[src/fbl_defines.svh]
/*
 * Constants of the block lock host controller: register offsets, field
 * positions, reset values, flash command codes and pin timing figures.
 * Assumes inclusion by bare name from the package and the design files.
 */
`ifndef FBL_DEFINES_SVH
`define FBL_DEFINES_SVH

// APB register byte offsets, one aligned word each.
`define FBL_OFF_CTRL   32'h0000_0000
`define FBL_OFF_CMD    32'h0000_0004
`define FBL_OFF_START  32'h0000_0008
`define FBL_OFF_END    32'h0000_000c
`define FBL_OFF_STATUS 32'h0000_0010

// Control register fields and reset values.
`define FBL_CTRL_PRE   0
`define FBL_CTRL_WP    1
`define FBL_CTRL_RST   2'h0

// Command register field: operation code in the low bits.
`define FBL_CMD_MSB    2

// Status register fields.
`define FBL_ST_BUSY    0
`define FBL_ST_RDY     1
`define FBL_ST_ERR     2
`define FBL_ST_DLSB    8
`define FBL_ST_DMSB    15

// Flash command codes.
`define FBL_CODE_LOCK   8'h2a
`define FBL_CODE_UNLK1  8'h23
`define FBL_CODE_UNLK2  8'h24
`define FBL_CODE_TIGHT  8'h2c
`define FBL_CODE_LSTAT  8'h7a
`define FBL_CODE_STAT   8'h70

// Pin timing in nanoseconds and the clock period.
`define FBL_CLK_NS   25
`define FBL_TWP_NS   25
`define FBL_TWH_NS   15
`define FBL_TWHR_NS  60
`define FBL_TREA_NS  30
`define FBL_TWW_NS   100
`define FBL_TWB_NS   100

// Cycles spent by the two-flop synchroniser on pin inputs.
`define FBL_SYNC_CYC 2

`endif

[src/fbl_pkg.sv]
/*
 * Types shared by the block lock host controller.
 * Assumes the defines header is available by bare name.
 */
`include "fbl_defines.svh"

package fbl_pkg;

	// Operations that software orders through the command register.
	typedef enum logic [2:0] {
		OP_LOCK   = 3'b000,
		OP_TIGHT  = 3'b001,
		OP_UNLOCK = 3'b010,
		OP_LSTAT  = 3'b011,
		OP_WPULSE = 3'b100,
		OP_STAT   = 3'b101
	} fbl_op_e;

	// States of the pin sequencer.
	typedef enum logic [3:0] {
		ST_IDLE  = 4'b0000,
		ST_PRE   = 4'b0001,
		ST_WRLO  = 4'b0010,
		ST_WRHI  = 4'b0011,
		ST_WHR   = 4'b0100,
		ST_RDLO  = 4'b0101,
		ST_RDCAP = 4'b0110,
		ST_WPLO  = 4'b0111,
		ST_WB    = 4'b1000,
		ST_RDY   = 4'b1001
	} fbl_state_e;

endpackage

[src/fbl_host.sv]
/*
 * Host controller for the block lock feature of a NAND flash part.
 * Software writes orders over APB; the sequencer drives the command,
 * address, strobe, write-protect and lock-enable pins and reads back
 * one status byte for the status reads.
 * Assumes a 40 MHz clk, a synchronous reset, and a flash whose
 * ready_busy_n and data pins are pulled to defined levels on the board.
 */
// Our own choices: the register offsets and register access over APB.
// Functional notes
// RL1: Lock enable pin high enables locking, autoread.
// RL2: All blocks locked at power-up, wp pulse.
// RL3: Lock-tight blocks ignore software; wp pulse relocks.
// RL4: Command 2Ah locks the blocks.
// RL5: Lock acts on the whole device.
// RL6: Lock command relocks unlocked blocks.
// RL7: Unlock: 23h, start, 24h, end address.
// RL8: Program and erase only on unlocked blocks.
// RL9: Only one contiguous unlocked range exists.
// RL10: Start address not above end address.
// RL11: Equal start and end unlock one block.
// RL12: Full-range and edge-block unlock boundary cases.
// RL13: Command 2Ch makes blocks lock-tight.
// RL14: Lock-tight changes only locked blocks.
// RL15: Locked program or erase: busy 1-10 us.
// RL16: Status read: 7Ah then block address.
// RL17: Status output stays current without toggling.
// RL18: No lock status read while busy.
// RL19: Lock status read mode persists until new command.
// RL20: Lock pin high uses 7Ah, else 70h.
// RL21: Power-on auto read of first page.
// RL22: Read-out may start right after auto read.
// RL23: Ready/busy low while an operation runs.
// RL24: Refused program or erase leaves array unchanged.
// RL25: Three states per block, checked before writes.
`timescale 1ns/1ps
`default_nettype none
`include "fbl_defines.svh"

module fbl_host (
	input  wire logic        clk,       // 40 MHz system clock.
	input  wire logic        srst,      // Synchronous reset, active high.
	input  wire logic [31:0] paddr,     // APB address.
	input  wire logic        psel,      // APB select.
	input  wire logic        penable,   // APB enable.
	input  wire logic        pwrite,    // APB direction.
	input  wire logic [31:0] pwdata,    // APB write data.
	output logic      [31:0] prdata,    // APB read data, registered.
	output logic             pready,    // APB ready.
	output logic             pslverr,   // APB error, registered.
	output logic             chipEnN,   // Flash chip enable, active low.
	output logic             cmdLatch,  // Flash command latch enable.
	output logic             addrLatch, // Flash address latch enable.
	output logic             writeEnN,  // Flash write strobe, active low.
	output logic             read_enable_n, // Flash read strobe.
	output logic             writeProtN,    // Flash write protect pin.
	output logic             autoreadLockEn, // Lock and autoread enable.
	output logic      [7:0]  ioOut,     // Flash data pins, driven value.
	output logic             ioOe,      // High while driving data pins.
	input  wire logic [7:0]  ioIn,      // Flash data pins, sampled.
	input  wire logic        ready_busy_n // Flash ready/busy pin.
);

	////////////////////////////////////////////////////////////////////
	// Timing counts derived from the pin figures, rounded up.
	localparam logic [3:0] TWP_C  = 4'((`FBL_TWP_NS + `FBL_CLK_NS - 1)
		/ `FBL_CLK_NS);
	localparam logic [3:0] TWH_C  = 4'((`FBL_TWH_NS + `FBL_CLK_NS - 1)
		/ `FBL_CLK_NS);
	localparam logic [3:0] TWHR_C = 4'((`FBL_TWHR_NS + `FBL_CLK_NS - 1)
		/ `FBL_CLK_NS);
	// The read wait adds the synchroniser delay of the data pins.
	localparam logic [3:0] TREA_C = 4'((`FBL_TREA_NS + `FBL_CLK_NS - 1)
		/ `FBL_CLK_NS + `FBL_SYNC_CYC);
	localparam logic [3:0] TWW_C  = 4'((`FBL_TWW_NS + `FBL_CLK_NS - 1)
		/ `FBL_CLK_NS);
	// Ready/busy may take this long to fall, plus the synchroniser.
	localparam logic [3:0] TWB_C  = 4'((`FBL_TWB_NS + `FBL_CLK_NS - 1)
		/ `FBL_CLK_NS + `FBL_SYNC_CYC);

	////////////////////////////////////////////////////////////////////
	// Pin input synchronisers.
	logic [8:0] pinSync;   // Synchronised {ready_busy_n, ioIn}.
	logic       rbSync;    // Synchronised ready level.
	logic [7:0] ioSync;    // Synchronised data pins.

	fbl_sync #(.W(9)) uSync (
		.clk    (clk),
		.srst   (srst),
		.din    ({ready_busy_n, ioIn}),
		.rstVal (9'h100),
		.dout   (pinSync)
	);
	assign rbSync = pinSync[8];
	assign ioSync = pinSync[7:0];

	////////////////////////////////////////////////////////////////////
	// APB register group.
	logic [1:0]  ctrl, next_ctrl;         // {wp level, lock enable}.
	logic [15:0] startAddr, next_startAddr; // Unlock start block.
	logic [15:0] endAddr, next_endAddr;   // Unlock end / status block.
	logic        errFlag, next_errFlag;   // Sticky refused-order flag.
	logic [31:0] next_prdata;             // Read data for access phase.
	logic        next_pslverr;            // Error for access phase.
	logic        go;                      // One-cycle start of an order.
	logic [2:0]  goOp;                    // Operation that go starts.
	logic        busy;                    // Sequencer not idle.
	logic [7:0]  readData;                // Last status byte read.
	fbl_pkg::fbl_state_e state, next_state; // Sequencer state.

	assign busy   = (state != fbl_pkg::ST_IDLE);
	assign pready = 1'b1;                 // Zero wait states.

	// Decode in the setup phase so prdata and pslverr come from flops
	// and stand through the access phase.
	always_comb begin
		logic setupCyc;
		logic errSet;
		setupCyc       = psel & ~penable;
		errSet         = 1'b0;
		next_ctrl      = ctrl;
		next_startAddr = startAddr;
		next_endAddr   = endAddr;
		next_prdata    = 32'h0;
		next_pslverr   = 1'b0;
		go             = 1'b0;
		goOp           = pwdata[`FBL_CMD_MSB:0];
		if (setupCyc && pwrite && paddr == `FBL_OFF_CTRL) begin
			next_ctrl = pwdata[1:0];
		end else if (setupCyc && pwrite && paddr == `FBL_OFF_CMD) begin
			// Orders while busy, unknown codes and reversed ranges are
			// refused and flagged; the flash never sees them.
			if (busy || goOp > fbl_pkg::OP_STAT) begin
				errSet = 1'b1;
			end else if (goOp == fbl_pkg::OP_UNLOCK &&
				startAddr > endAddr) begin
				errSet = 1'b1;                            // [RL10]
			end else begin
				go = 1'b1;
			end
		end else if (setupCyc && pwrite && paddr == `FBL_OFF_START) begin
			next_startAddr = pwdata[15:0];
		end else if (setupCyc && pwrite && paddr == `FBL_OFF_END) begin
			next_endAddr = pwdata[15:0];
		end else if (setupCyc && paddr == `FBL_OFF_STATUS) begin
			next_prdata[`FBL_ST_BUSY] = busy;
			next_prdata[`FBL_ST_RDY]  = rbSync;
			next_prdata[`FBL_ST_ERR]  = errFlag;
			next_prdata[`FBL_ST_DMSB:`FBL_ST_DLSB] = readData;
		end else if (setupCyc && !pwrite && paddr == `FBL_OFF_CTRL) begin
			next_prdata[1:0] = ctrl;
		end else if (setupCyc && !pwrite && paddr == `FBL_OFF_START) begin
			next_prdata[15:0] = startAddr;
		end else if (setupCyc && !pwrite && paddr == `FBL_OFF_END) begin
			next_prdata[15:0] = endAddr;
		end else if (setupCyc && paddr != `FBL_OFF_CMD) begin
			next_pslverr = 1'b1;                  // Unmapped address.
		end
		// Writing one to the error bit clears it; a new refusal in the
		// same cycle wins.
		next_errFlag = errFlag;
		if (setupCyc && pwrite && paddr == `FBL_OFF_STATUS &&
			pwdata[`FBL_ST_ERR]) begin
			next_errFlag = 1'b0;
		end
		if (errSet) begin
			next_errFlag = 1'b1;
		end
	end

	// Register the APB group.
	always_ff @(posedge clk) begin
		if (srst) begin
			ctrl      <= `FBL_CTRL_RST;
			startAddr <= 16'h0000;
			endAddr   <= 16'h0000;
			errFlag   <= 1'b0;
			prdata    <= 32'h0;
			pslverr   <= 1'b0;
		end else begin
			ctrl      <= next_ctrl;
			startAddr <= next_startAddr;
			endAddr   <= next_endAddr;
			errFlag   <= next_errFlag;
			prdata    <= next_prdata;
			pslverr   <= next_pslverr;
		end
	end

	////////////////////////////////////////////////////////////////////
	// Sequencer group.
	logic [2:0]  op, next_op;             // Operation in progress.
	logic [2:0]  idx, next_idx;           // Bus cycle index.
	logic [3:0]  timer, next_timer;       // Cycles left in this state.
	logic [15:0] sBlk, next_sBlk;         // Latched start block.
	logic [15:0] eBlk, next_eBlk;         // Latched end block.
	logic [7:0]  next_readData;           // Next status byte.
	logic        next_chipEnN, next_cmdLatch, next_addrLatch;
	logic        next_writeEnN, next_reN, next_writeProtN, next_ioOe;
	logic [7:0]  next_ioOut;
	logic        seqCmd;                  // Current cycle is a command.
	logic        seqLast;                 // Current cycle is the last.
	logic [7:0]  seqByte;                 // Byte of the current cycle.

	// Byte list of each order, low address byte first.
	always_comb begin
		seqCmd  = 1'b1;
		seqLast = 1'b1;
		seqByte = `FBL_CODE_LOCK;                           // [RL4] [RL5]
		case (op)
			fbl_pkg::OP_TIGHT: seqByte = `FBL_CODE_TIGHT;   // [RL13]
			fbl_pkg::OP_STAT:  seqByte = `FBL_CODE_STAT;    // [RL20]
			fbl_pkg::OP_UNLOCK: begin                      // [RL7]
				seqLast = (idx == 3'd5);
				seqCmd  = (idx == 3'd0) || (idx == 3'd3);
				case (idx)
					3'd0: seqByte = `FBL_CODE_UNLK1;
					3'd1: seqByte = sBlk[7:0];
					3'd2: seqByte = sBlk[15:8];
					3'd3: seqByte = `FBL_CODE_UNLK2;
					3'd4: seqByte = eBlk[7:0];
					default: seqByte = eBlk[15:8];
				endcase
			end
			fbl_pkg::OP_LSTAT: begin                       // [RL16]
				seqLast = (idx == 3'd2);
				seqCmd  = (idx == 3'd0);
				case (idx)
					3'd0: seqByte = `FBL_CODE_LSTAT;
					3'd1: seqByte = eBlk[7:0];
					default: seqByte = eBlk[15:8];
				endcase
			end
			default: seqByte = `FBL_CODE_LOCK;
		endcase
	end

	// Next-state logic of the pin sequencer.
	always_comb begin
		next_state      = state;
		next_op         = op;
		next_idx        = idx;
		next_timer      = (timer != 4'h0) ? timer - 4'h1 : 4'h0;
		next_sBlk       = sBlk;
		next_eBlk       = eBlk;
		next_readData   = readData;
		next_chipEnN    = chipEnN;
		next_cmdLatch   = cmdLatch;
		next_addrLatch  = addrLatch;
		next_writeEnN   = writeEnN;
		next_reN        = read_enable_n;
		next_ioOut      = ioOut;
		next_ioOe       = ioOe;
		// The protect pin follows software except during a pulse.
		next_writeProtN = ctrl[`FBL_CTRL_WP];
		case (state)
			fbl_pkg::ST_IDLE: begin
				if (go && goOp == fbl_pkg::OP_WPULSE) begin
					next_state      = fbl_pkg::ST_WPLO;    // [RL2] [RL3]
					next_writeProtN = 1'b0;
					next_timer      = TWW_C - 4'h1;
				end else if (go) begin
					next_state = fbl_pkg::ST_PRE;
					next_op    = goOp;
					next_idx   = 3'd0;
					next_sBlk  = startAddr;                // [RL11] [RL12]
					next_eBlk  = endAddr;
				end
			end
			fbl_pkg::ST_WPLO: begin
				next_writeProtN = 1'b0;
				if (timer == 4'h0) begin
					next_writeProtN = ctrl[`FBL_CTRL_WP];
					next_state      = fbl_pkg::ST_IDLE;
				end
			end
			fbl_pkg::ST_PRE: begin
				// Nothing is sent until the flash reports ready.
				if (rbSync) begin                          // [RL18] [RL23]
					next_state = fbl_pkg::ST_WRLO;
					next_timer = TWP_C - 4'h1;
					next_chipEnN   = 1'b0;
					next_cmdLatch  = seqCmd;
					next_addrLatch = ~seqCmd;
					next_ioOut     = seqByte;
					next_ioOe      = 1'b1;
					next_writeEnN  = 1'b0;
				end
			end
			fbl_pkg::ST_WRLO: begin
				if (timer == 4'h0) begin
					next_writeEnN = 1'b1;              // Flash latches here.
					next_state    = fbl_pkg::ST_WRHI;
					next_timer    = TWH_C - 4'h1;
				end
			end
			fbl_pkg::ST_WRHI: begin
				if (timer != 4'h0) begin
					next_state = fbl_pkg::ST_WRHI;
				end else if (!seqLast) begin
					next_idx   = idx + 3'd1;
					next_state = fbl_pkg::ST_PRE;
				end else if (op == fbl_pkg::OP_LSTAT ||
					op == fbl_pkg::OP_STAT) begin
					next_cmdLatch  = 1'b0;
					next_addrLatch = 1'b0;
					next_ioOe      = 1'b0;
					next_state     = fbl_pkg::ST_WHR;
					next_timer     = TWHR_C - 4'h1;
				end else begin
					next_cmdLatch  = 1'b0;
					next_addrLatch = 1'b0;
					next_ioOe      = 1'b0;
					next_state     = fbl_pkg::ST_WB;
					next_timer     = TWB_C - 4'h1;
				end
			end
			fbl_pkg::ST_WHR: begin
				if (timer == 4'h0) begin
					next_reN   = 1'b0;
					next_state = fbl_pkg::ST_RDLO;
					next_timer = TREA_C - 4'h1;
				end
			end
			fbl_pkg::ST_RDLO: begin
				// The flash keeps the status current, so one sample after
				// the access time is enough.
				if (timer == 4'h0) begin                   // [RL17]
					next_state = fbl_pkg::ST_RDCAP;
				end
			end
			fbl_pkg::ST_RDCAP: begin
				next_readData = ioSync;
				next_reN      = 1'b1;
				next_chipEnN  = 1'b1;
				next_state    = fbl_pkg::ST_IDLE;
			end
			fbl_pkg::ST_WB: begin
				if (timer == 4'h0) begin
					next_state = fbl_pkg::ST_RDY;
				end
			end
			fbl_pkg::ST_RDY: begin
				if (rbSync) begin                          // [RL23]
					next_chipEnN = 1'b1;
					next_state   = fbl_pkg::ST_IDLE;
				end
			end
			default: next_state = fbl_pkg::ST_IDLE;
		endcase
	end

	// Register the sequencer group; the lock enable pin tracks software.
	always_ff @(posedge clk) begin
		if (srst) begin
			state          <= fbl_pkg::ST_IDLE;
			op             <= fbl_pkg::OP_LOCK;
			idx            <= 3'd0;
			timer          <= 4'h0;
			sBlk           <= 16'h0000;
			eBlk           <= 16'h0000;
			readData       <= 8'h00;
			chipEnN        <= 1'b1;
			cmdLatch       <= 1'b0;
			addrLatch      <= 1'b0;
			writeEnN       <= 1'b1;
			read_enable_n  <= 1'b1;
			writeProtN     <= 1'b0;
			ioOut          <= 8'h00;
			ioOe           <= 1'b0;
			autoreadLockEn <= 1'b0;
		end else begin
			state          <= next_state;
			op             <= next_op;
			idx            <= next_idx;
			timer          <= next_timer;
			sBlk           <= next_sBlk;
			eBlk           <= next_eBlk;
			readData       <= next_readData;
			chipEnN        <= next_chipEnN;
			cmdLatch       <= next_cmdLatch;
			addrLatch      <= next_addrLatch;
			writeEnN       <= next_writeEnN;
			read_enable_n  <= next_reN;
			writeProtN     <= next_writeProtN;
			ioOut          <= next_ioOut;
			ioOe           <= next_ioOe;
			autoreadLockEn <= ctrl[`FBL_CTRL_PRE];             // [RL1]
		end
	end

endmodule // fbl_host

`default_nettype wire

[src/fbl_sync.sv]
/*
 * Two-flop synchroniser for a group of pin inputs.
 * Assumes the inputs are asynchronous to clk and change slowly enough
 * that each bit is sampled on its own.
 */
`timescale 1ns/1ps
`default_nettype none

module fbl_sync #(
	parameter int W = 1               // Number of bits synchronised.
) (
	input  wire logic         clk,    // System clock.
	input  wire logic         srst,   // Synchronous reset, active high.
	input  wire logic [W-1:0] din,    // Asynchronous inputs.
	input  wire logic [W-1:0] rstVal, // Value held during reset.
	output logic      [W-1:0] dout    // Synchronised outputs.
);

	logic [W-1:0] stage1;      // First flop, read only by the second.
	logic [W-1:0] next_stage1; // Next value of the first flop.
	logic [W-1:0] next_dout;   // Next value of the second flop.

	// The reset value is a port only for the clocked load below; it is
	// never loaded asynchronously.
	always_comb begin
		next_stage1 = srst ? rstVal : din;
		next_dout   = srst ? rstVal : stage1;
	end

	// Register both stages.
	always_ff @(posedge clk) begin
		stage1 <= next_stage1;
		dout   <= next_dout;
	end

endmodule // fbl_sync

`default_nettype wire

[config.mk]
export PLATFORM = sky130hd
export DESIGN_NAME = fbl_host
export DESIGN_NICKNAME = d
export VERILOG_FILES = /design/src/fbl_pkg.sv /design/src/fbl_host.sv /design/src/fbl_sync.sv
export VERILOG_INCLUDE_DIRS = /design/src
export SDC_FILE = /design/constraint.sdc
export NUM_CORES = 1
export LEC_CHECK = 0
export BUFFER_PORTS_ARGS = -buffer_cell sky130_fd_sc_hd__buf_2
export CORE_UTILIZATION = 60
export DETAILED_ROUTE_END_ITERATION = 12
export GPL_TIMING_DRIVEN = 1
export PLACE_DENSITY = 0.85
export REMOVE_ABC_BUFFERS = 1
export SLEW_MARGIN = 20
export SYNTH_ARGS = -nofsm -noshare
export SYNTH_HDL_FRONTEND = slang
export SYNTH_HIERARCHICAL = 1
export SYNTH_SLANG_ARGS = --single-unit
[constraint.sdc]
create_clock -name clk -period 6.2 [get_ports clk]
set_clock_uncertainty 0.15 [all_clocks]
set_input_delay 0.93 -clock clk [delete_from_list [all_inputs] [get_ports clk]]
set_output_delay 0.93 -clock clk [all_outputs]
set_load 0.01 [all_outputs]
## Yosys cells after proc, flatten, opt, wreduce, memory -nomap -nowiden

Cells that the tools add are included.

| word-level totals | value |
|---|---|
| register bits | 156 |
| input bits | 78 |
| output and inout bits | 50 |
| logic and storage cells | 185 |

| cells by class | value |
|---|---|
| add/subtract/negate cells | 2 |
| $lt $le $gt $ge | 2 |
| equal/unequal tests | 38 |
| multiplexer cells | 66 |
| bitwise logic cells | 7 |
| reduce and logical (&&, ||, !) cells | 44 |

Operators with widths:

| cell | number |
|---|---|
| $mux W4 | 19 |
| $eq A32 B4 Y1 const B | 2 |
| $pmux W8 S5 | 1 |
| $pmux W4 S9 | 1 |
| $eq A32 B3 Y1 const B | 1 |
| $eq A32 B5 Y1 const B | 1 |
| $logic_not A32 Y1 | 1 |
| $mux W16 | 2 |
| $ne A32 B3 Y1 const B | 1 |
| $pmux W8 S4 | 1 |
| $mux W1 | 21 |
| $ne A2 B2 Y1 const B | 10 |
| $pmux W4 S5 | 1 |
| $mux W3 | 6 |
| $eq A4 B3 Y1 const B | 4 |
| $gt A16 B16 Y1 | 1 |
| $pmux W1 S2 | 8 |
| $pmux W8 S2 | 1 |
| $eq A3 B2 Y1 const B | 5 |
| $logic_and A1 B1 Y1 | 15 |
| $mux W14 | 1 |
| $eq A3 B3 Y1 const B | 4 |
| $reduce_and A3 Y1 | 4 |
| $reduce_bool A2 Y1 | 5 |
| other kinds (28) | 43 |

## Longest topological paths before layout

| logic depth | value |
|---|---|
| depth after elaboration | 9 |
| depth in mapped cells | 10 |
| depth with buffers taken out | 8 |

## Cells and area by module

The synthesis kept the hierarchy.

Modules (own cells, without submodules):

| module | instances | cells an instance | area an instance (µm²) | sequential area each (µm²) |
|---|---|---|---|---|
| fbl_host | 1 | 768 | 6247.2 | 2442.3 |
| fbl_sync | 1 | 38 | 631.9 | 360.3 |

## Worst setup path before layout

No wires, ideal clock.

| path | value |
|---|---|
| path kind | input port to flip-flop |
| start | in paddr[17] |
| end | reg prdata[10] |
| setup time | 120 ps |
| arrival | 2632 ps |
| data required time | 5930 ps |
| path slack | 3298 ps |
| cell stages on the path | 7 |
| buffers on the path | 1 |
| path through | nor4_1 nand4_1 or3_4 nor4_4 a21o_2 buf_4 o2bb2ai_1 |

| between the ends | value |
|---|---|
| cells in the longest elaborated chain, start to end | 6 |
| elaborated cells on any way between the ends | 18 |
| classes of those cells | eq/ne: 4; mux: 4; reduce/logical: 10 |

RTL lines:

| item | line | RTL |
|---|---|---|
| from (decl) | fbl_host.sv:43 | `input wire logic [31:0] paddr,` |
| $eq A32 B4 Y1 (no line) | n/a |  |
| $logic_and A1 B1 Y1 (no line) | n/a |  |
| $mux W16 | fbl_host.sv:154 | `` end else if (setupCyc && !pwrite && paddr == `FBL_OFF_END) begin `` |
| $mux W16 | fbl_host.sv:152 | `` end else if (setupCyc && !pwrite && paddr == `FBL_OFF_START) begin `` |
| $mux W14 | fbl_host.sv:150 | `` end else if (setupCyc && !pwrite && paddr == `FBL_OFF_CTRL) begin `` |
| $mux W8 | fbl_host.sv:145 | `` end else if (setupCyc && paddr == `FBL_OFF_STATUS) begin `` |
| to (signal assigned) | fbl_host.sv:185 | `prdata <= next_prdata;` |
| to (decl) | fbl_host.sv:48 | `output logic [31:0] prdata,` |

Several ways; a longest one is shown, not always the timed one.
A chain may end at the register's enable or synchronous reset.

## Worst setup path after layout

| path | value |
|---|---|
| start | in paddr[12] |
| end | reg prdata[1] |

| between the ends | value |
|---|---|
| cells in the longest elaborated chain, start to end | 6 |
| elaborated cells on any way between the ends | 18 |
| classes of those cells | eq/ne: 4; mux: 4; reduce/logical: 10 |

RTL lines:

| item | line |
|---|---|
| $eq A32 B4 Y1 (no line) | n/a |
| $logic_and A1 B1 Y1 (no line) | n/a |
| $mux W16 | fbl_host.sv:154 |
| $mux W16 | fbl_host.sv:152 |
| $mux W2 | fbl_host.sv:150 |
| $mux W3 | fbl_host.sv:145 |

Several ways; a longest one is shown, not always the timed one.

==> results.md <==
* Seq cells post-synth at 140
* Crit-path slowest cell: nor3_2
* Antenna cells at 0
* Drt first pass iters at 5
* Wire per inst at 15.9 microns
* Setup Viol. Count Final at 0
* Setup TNS at 0 ps
* Vias in the first global route at 5504
* Initial antenna violation count at 0
* Synth warn at 6
* Post-synth EDFFs at 0
* Post-CTS Repair Setup Buffers at 0
* Largest net degree at the start of global routing at 60
* Rel. slew slack at 24.8%
* Drt total wl at 16600 microns
* Hold Crit Depth at 2
* DRC errors left at 0
* GPL Wtd Cong at 0.878
* Worst R2R Setup Slack at 3110 ps
* Endpoint class of the critical path: register
* Unrepaired setup endpoints after global routing: false
* Post-route insts no fill at 1042
* Post-CTS Hold Buffers at 0
* DP Wirelength at 10800 microns
* Slew Viols, Final at 0
* Crit-path max cell delay at 920 ps
* Die Y at 109 microns
* Share of layout cells above drive strength 1 at 18.1%
* Syn_area_per_cell at 8.53 sq um
* Post-Syn Area at 6880 sq um
* Final Hold Fails at 0
* Slew @ Worst Pin at 1120 ps
* DR iter-0 viols at 675
* Largest cells by area after synthesis: dfxtp_1, nand2_1, a21oi_1
* Max IR drop VDD at 0.242 mV
* Worst Path Buf+Inv at 1
* Most frequent cells after synthesis: nand2_1, dfxtp_1, a21oi_1
* PortBufs at 94
* CTS Buf Count at 17
* Num rows at 38
* Chip Width at 109 microns
* Worst-path clk slew at 60 ps
* All-layer global routing usage at 29.2%
* CP required at 6380 ps
* Grt ovf at 0
* Ports at 128
* Initial Utilization at 62.6%
* Cts repair resizes at 0
* LEAKAGE at 0.00304 uW
* Max Buffers Root-to-Sink at 2
* Async SR Flop Fraction at 0%
* Crit-path cells: buf_2, nor4_1, nand4_1, or3_4, nor3_2, a222oi_1, a211oi_1
* Synthesized instance count at 806
* Crit path launch type: primary input
* Worst hold path type: register to register
* Core area at 11000 sq um
* First-pass GRT wire length at 26800 microns
* Area Growth Syn to Fin at 14.6%
* Ys flop type: dfxtp_1
* DP Area at 7280 sq um
* Root Driver: clkbuf_16
* Worst Path Arrival at 3410 ps
* Number of max-cap violations at 0
* Sequential element share of the synthesized area at 40.7%
* Worst-Skew Late Latency at 430 ps
* R2R cell count at 9
* Die ar. at 11900 sq um
* Setup CP Type: primary input to register
* CTS tree: done
* Cells after DPL at 1010
* Synth cell types at 67
* Stages on worst setup path at 7
* Most area-hungry cell type in the Yosys netlist: dfxtp_1
* H-tree depth at 4
* Final Power at 2260 uW
* Cell with the most instances after synthesis: nand2_1
* Via density at 5.83
* Via Count at 6077
* Crit share post-route at 52.1%
* Pwr dens at 286 nW/um^2
* CP delay by family, top: simple AND/OR/NAND/NOR gates
* Clk sinks at 140
* Fin crit period at 3230 ps
* Antenna-violating nets left at 0
* Final Net Count at 990
* Outcome: completed
* Top cell type's share of synthesized area at 40.7%
* Finished Cell Area at 7880 sq um
* CP max FO at 16
* Max Fclk at 0.310 GHz
[per-stage QoR]
stage                     utilization [%]  hold slack [ps]  setup WS, ps
after floorplan                         -              261          1680
after global placement               66.2              271          2540
after detailed placement             66.2              276          2560
after CTS                            71.8              286          2980
after global routing                 71.8              302          2770
final                                71.8              286          2970
[sequential cells by signal (all words and copies together) (netlist names), 2 cells and up]
name / cells
eBlk: 16
sBlk: 16
timer: 4
state: 4
startAddr: 16
endAddr: 16
uSync/stage1: 9
op: 3
ctrl: 2
ioOut: 8
prdata: 16
uSync/dout: 9
idx: 3
readData: 8
[where the power goes]
part | switching [uW] | internal [uW]
Sequential | 27.6 | 929
Clock | 404 | 645
Combinational | 144 | 108
[area by class of cell]
cell class	instances	area, sq um
Tap cell	140	175
Timing Repair Buffer	100	515
Clock inverter	13	165
Inverter	25	93.8
Fill cell	801	3100
Clock buffer	19	443
Multi-Input combinational cell	605	3690
Sequential cell	140	2800
[cell families (layout without fill, tap and decap cells)]
group,after synthesis,count (layout),synth area share (%)
AND/OR/NAND/NOR,301,301,20.4
AO/OA/AOI/OAI,190,190,18.0
flip-flops,140,140,40.7
buffers and inverters,94,157,7.60
multiplexers,54,54,8.73
adder cells (fa/ha/maj),23,23,4.18
other,2,35,0.109
XOR/XNOR,2,2,0.255
[worst paths after layout]
check	startpoint	endpoint
max	paddr[12]	prdata[1]
min	uSync/dout[2]	readData[2]
max reg2reg	endAddr[15]	sBlk[4]
min reg2reg	uSync/dout[2]	readData[2]
[worst min-delay path, stage by stage (launching register included)]
cell,delay [ps]
dfxtp_1,300
nand2_1,50
a21oi_1,50
[layer usage]
| layer | global-route usage (%) | up-vias | part of all wire, % |
|---|---|---|---|
| li1 | - | 2959 | - |
| met1 | 37.7 | 2816 | 42 |
| met2 | 47.1 | 263 | 48 |
| met3 | 5.86 | 39 | 7.5 |
| met4 | 12.5 | 0 | 2.4 |
| met5 | 0 | - | 0 |
[placed cells by master (no fill, tap or decap), types with 4 or more instances in the layout]
cell type	count
nand2_1	184
dfxtp_1	140
buf_2	94
a21oi_1	77
mux2i_1	36
conb_1	35
nor2_1	34
inv_1	24
ha_1	23
o21ai_0	20
a22oi_1	19
clkbuf_16	17
nor2b_1	11
nor3_1	11
nand3_1	11
a221oi_1	10
mux2_4	10
nor4_1	9
o2bb2ai_1	9
a21o_1	8
mux2_2	8
nand2b_1	7
nand4_1	7
o22ai_1	6
buf_4	6
a31oi_1	5
a211o_1	4
or3_1	4
clkinv_4	4
Note: power is estimated with default switching activity, not from simulation.
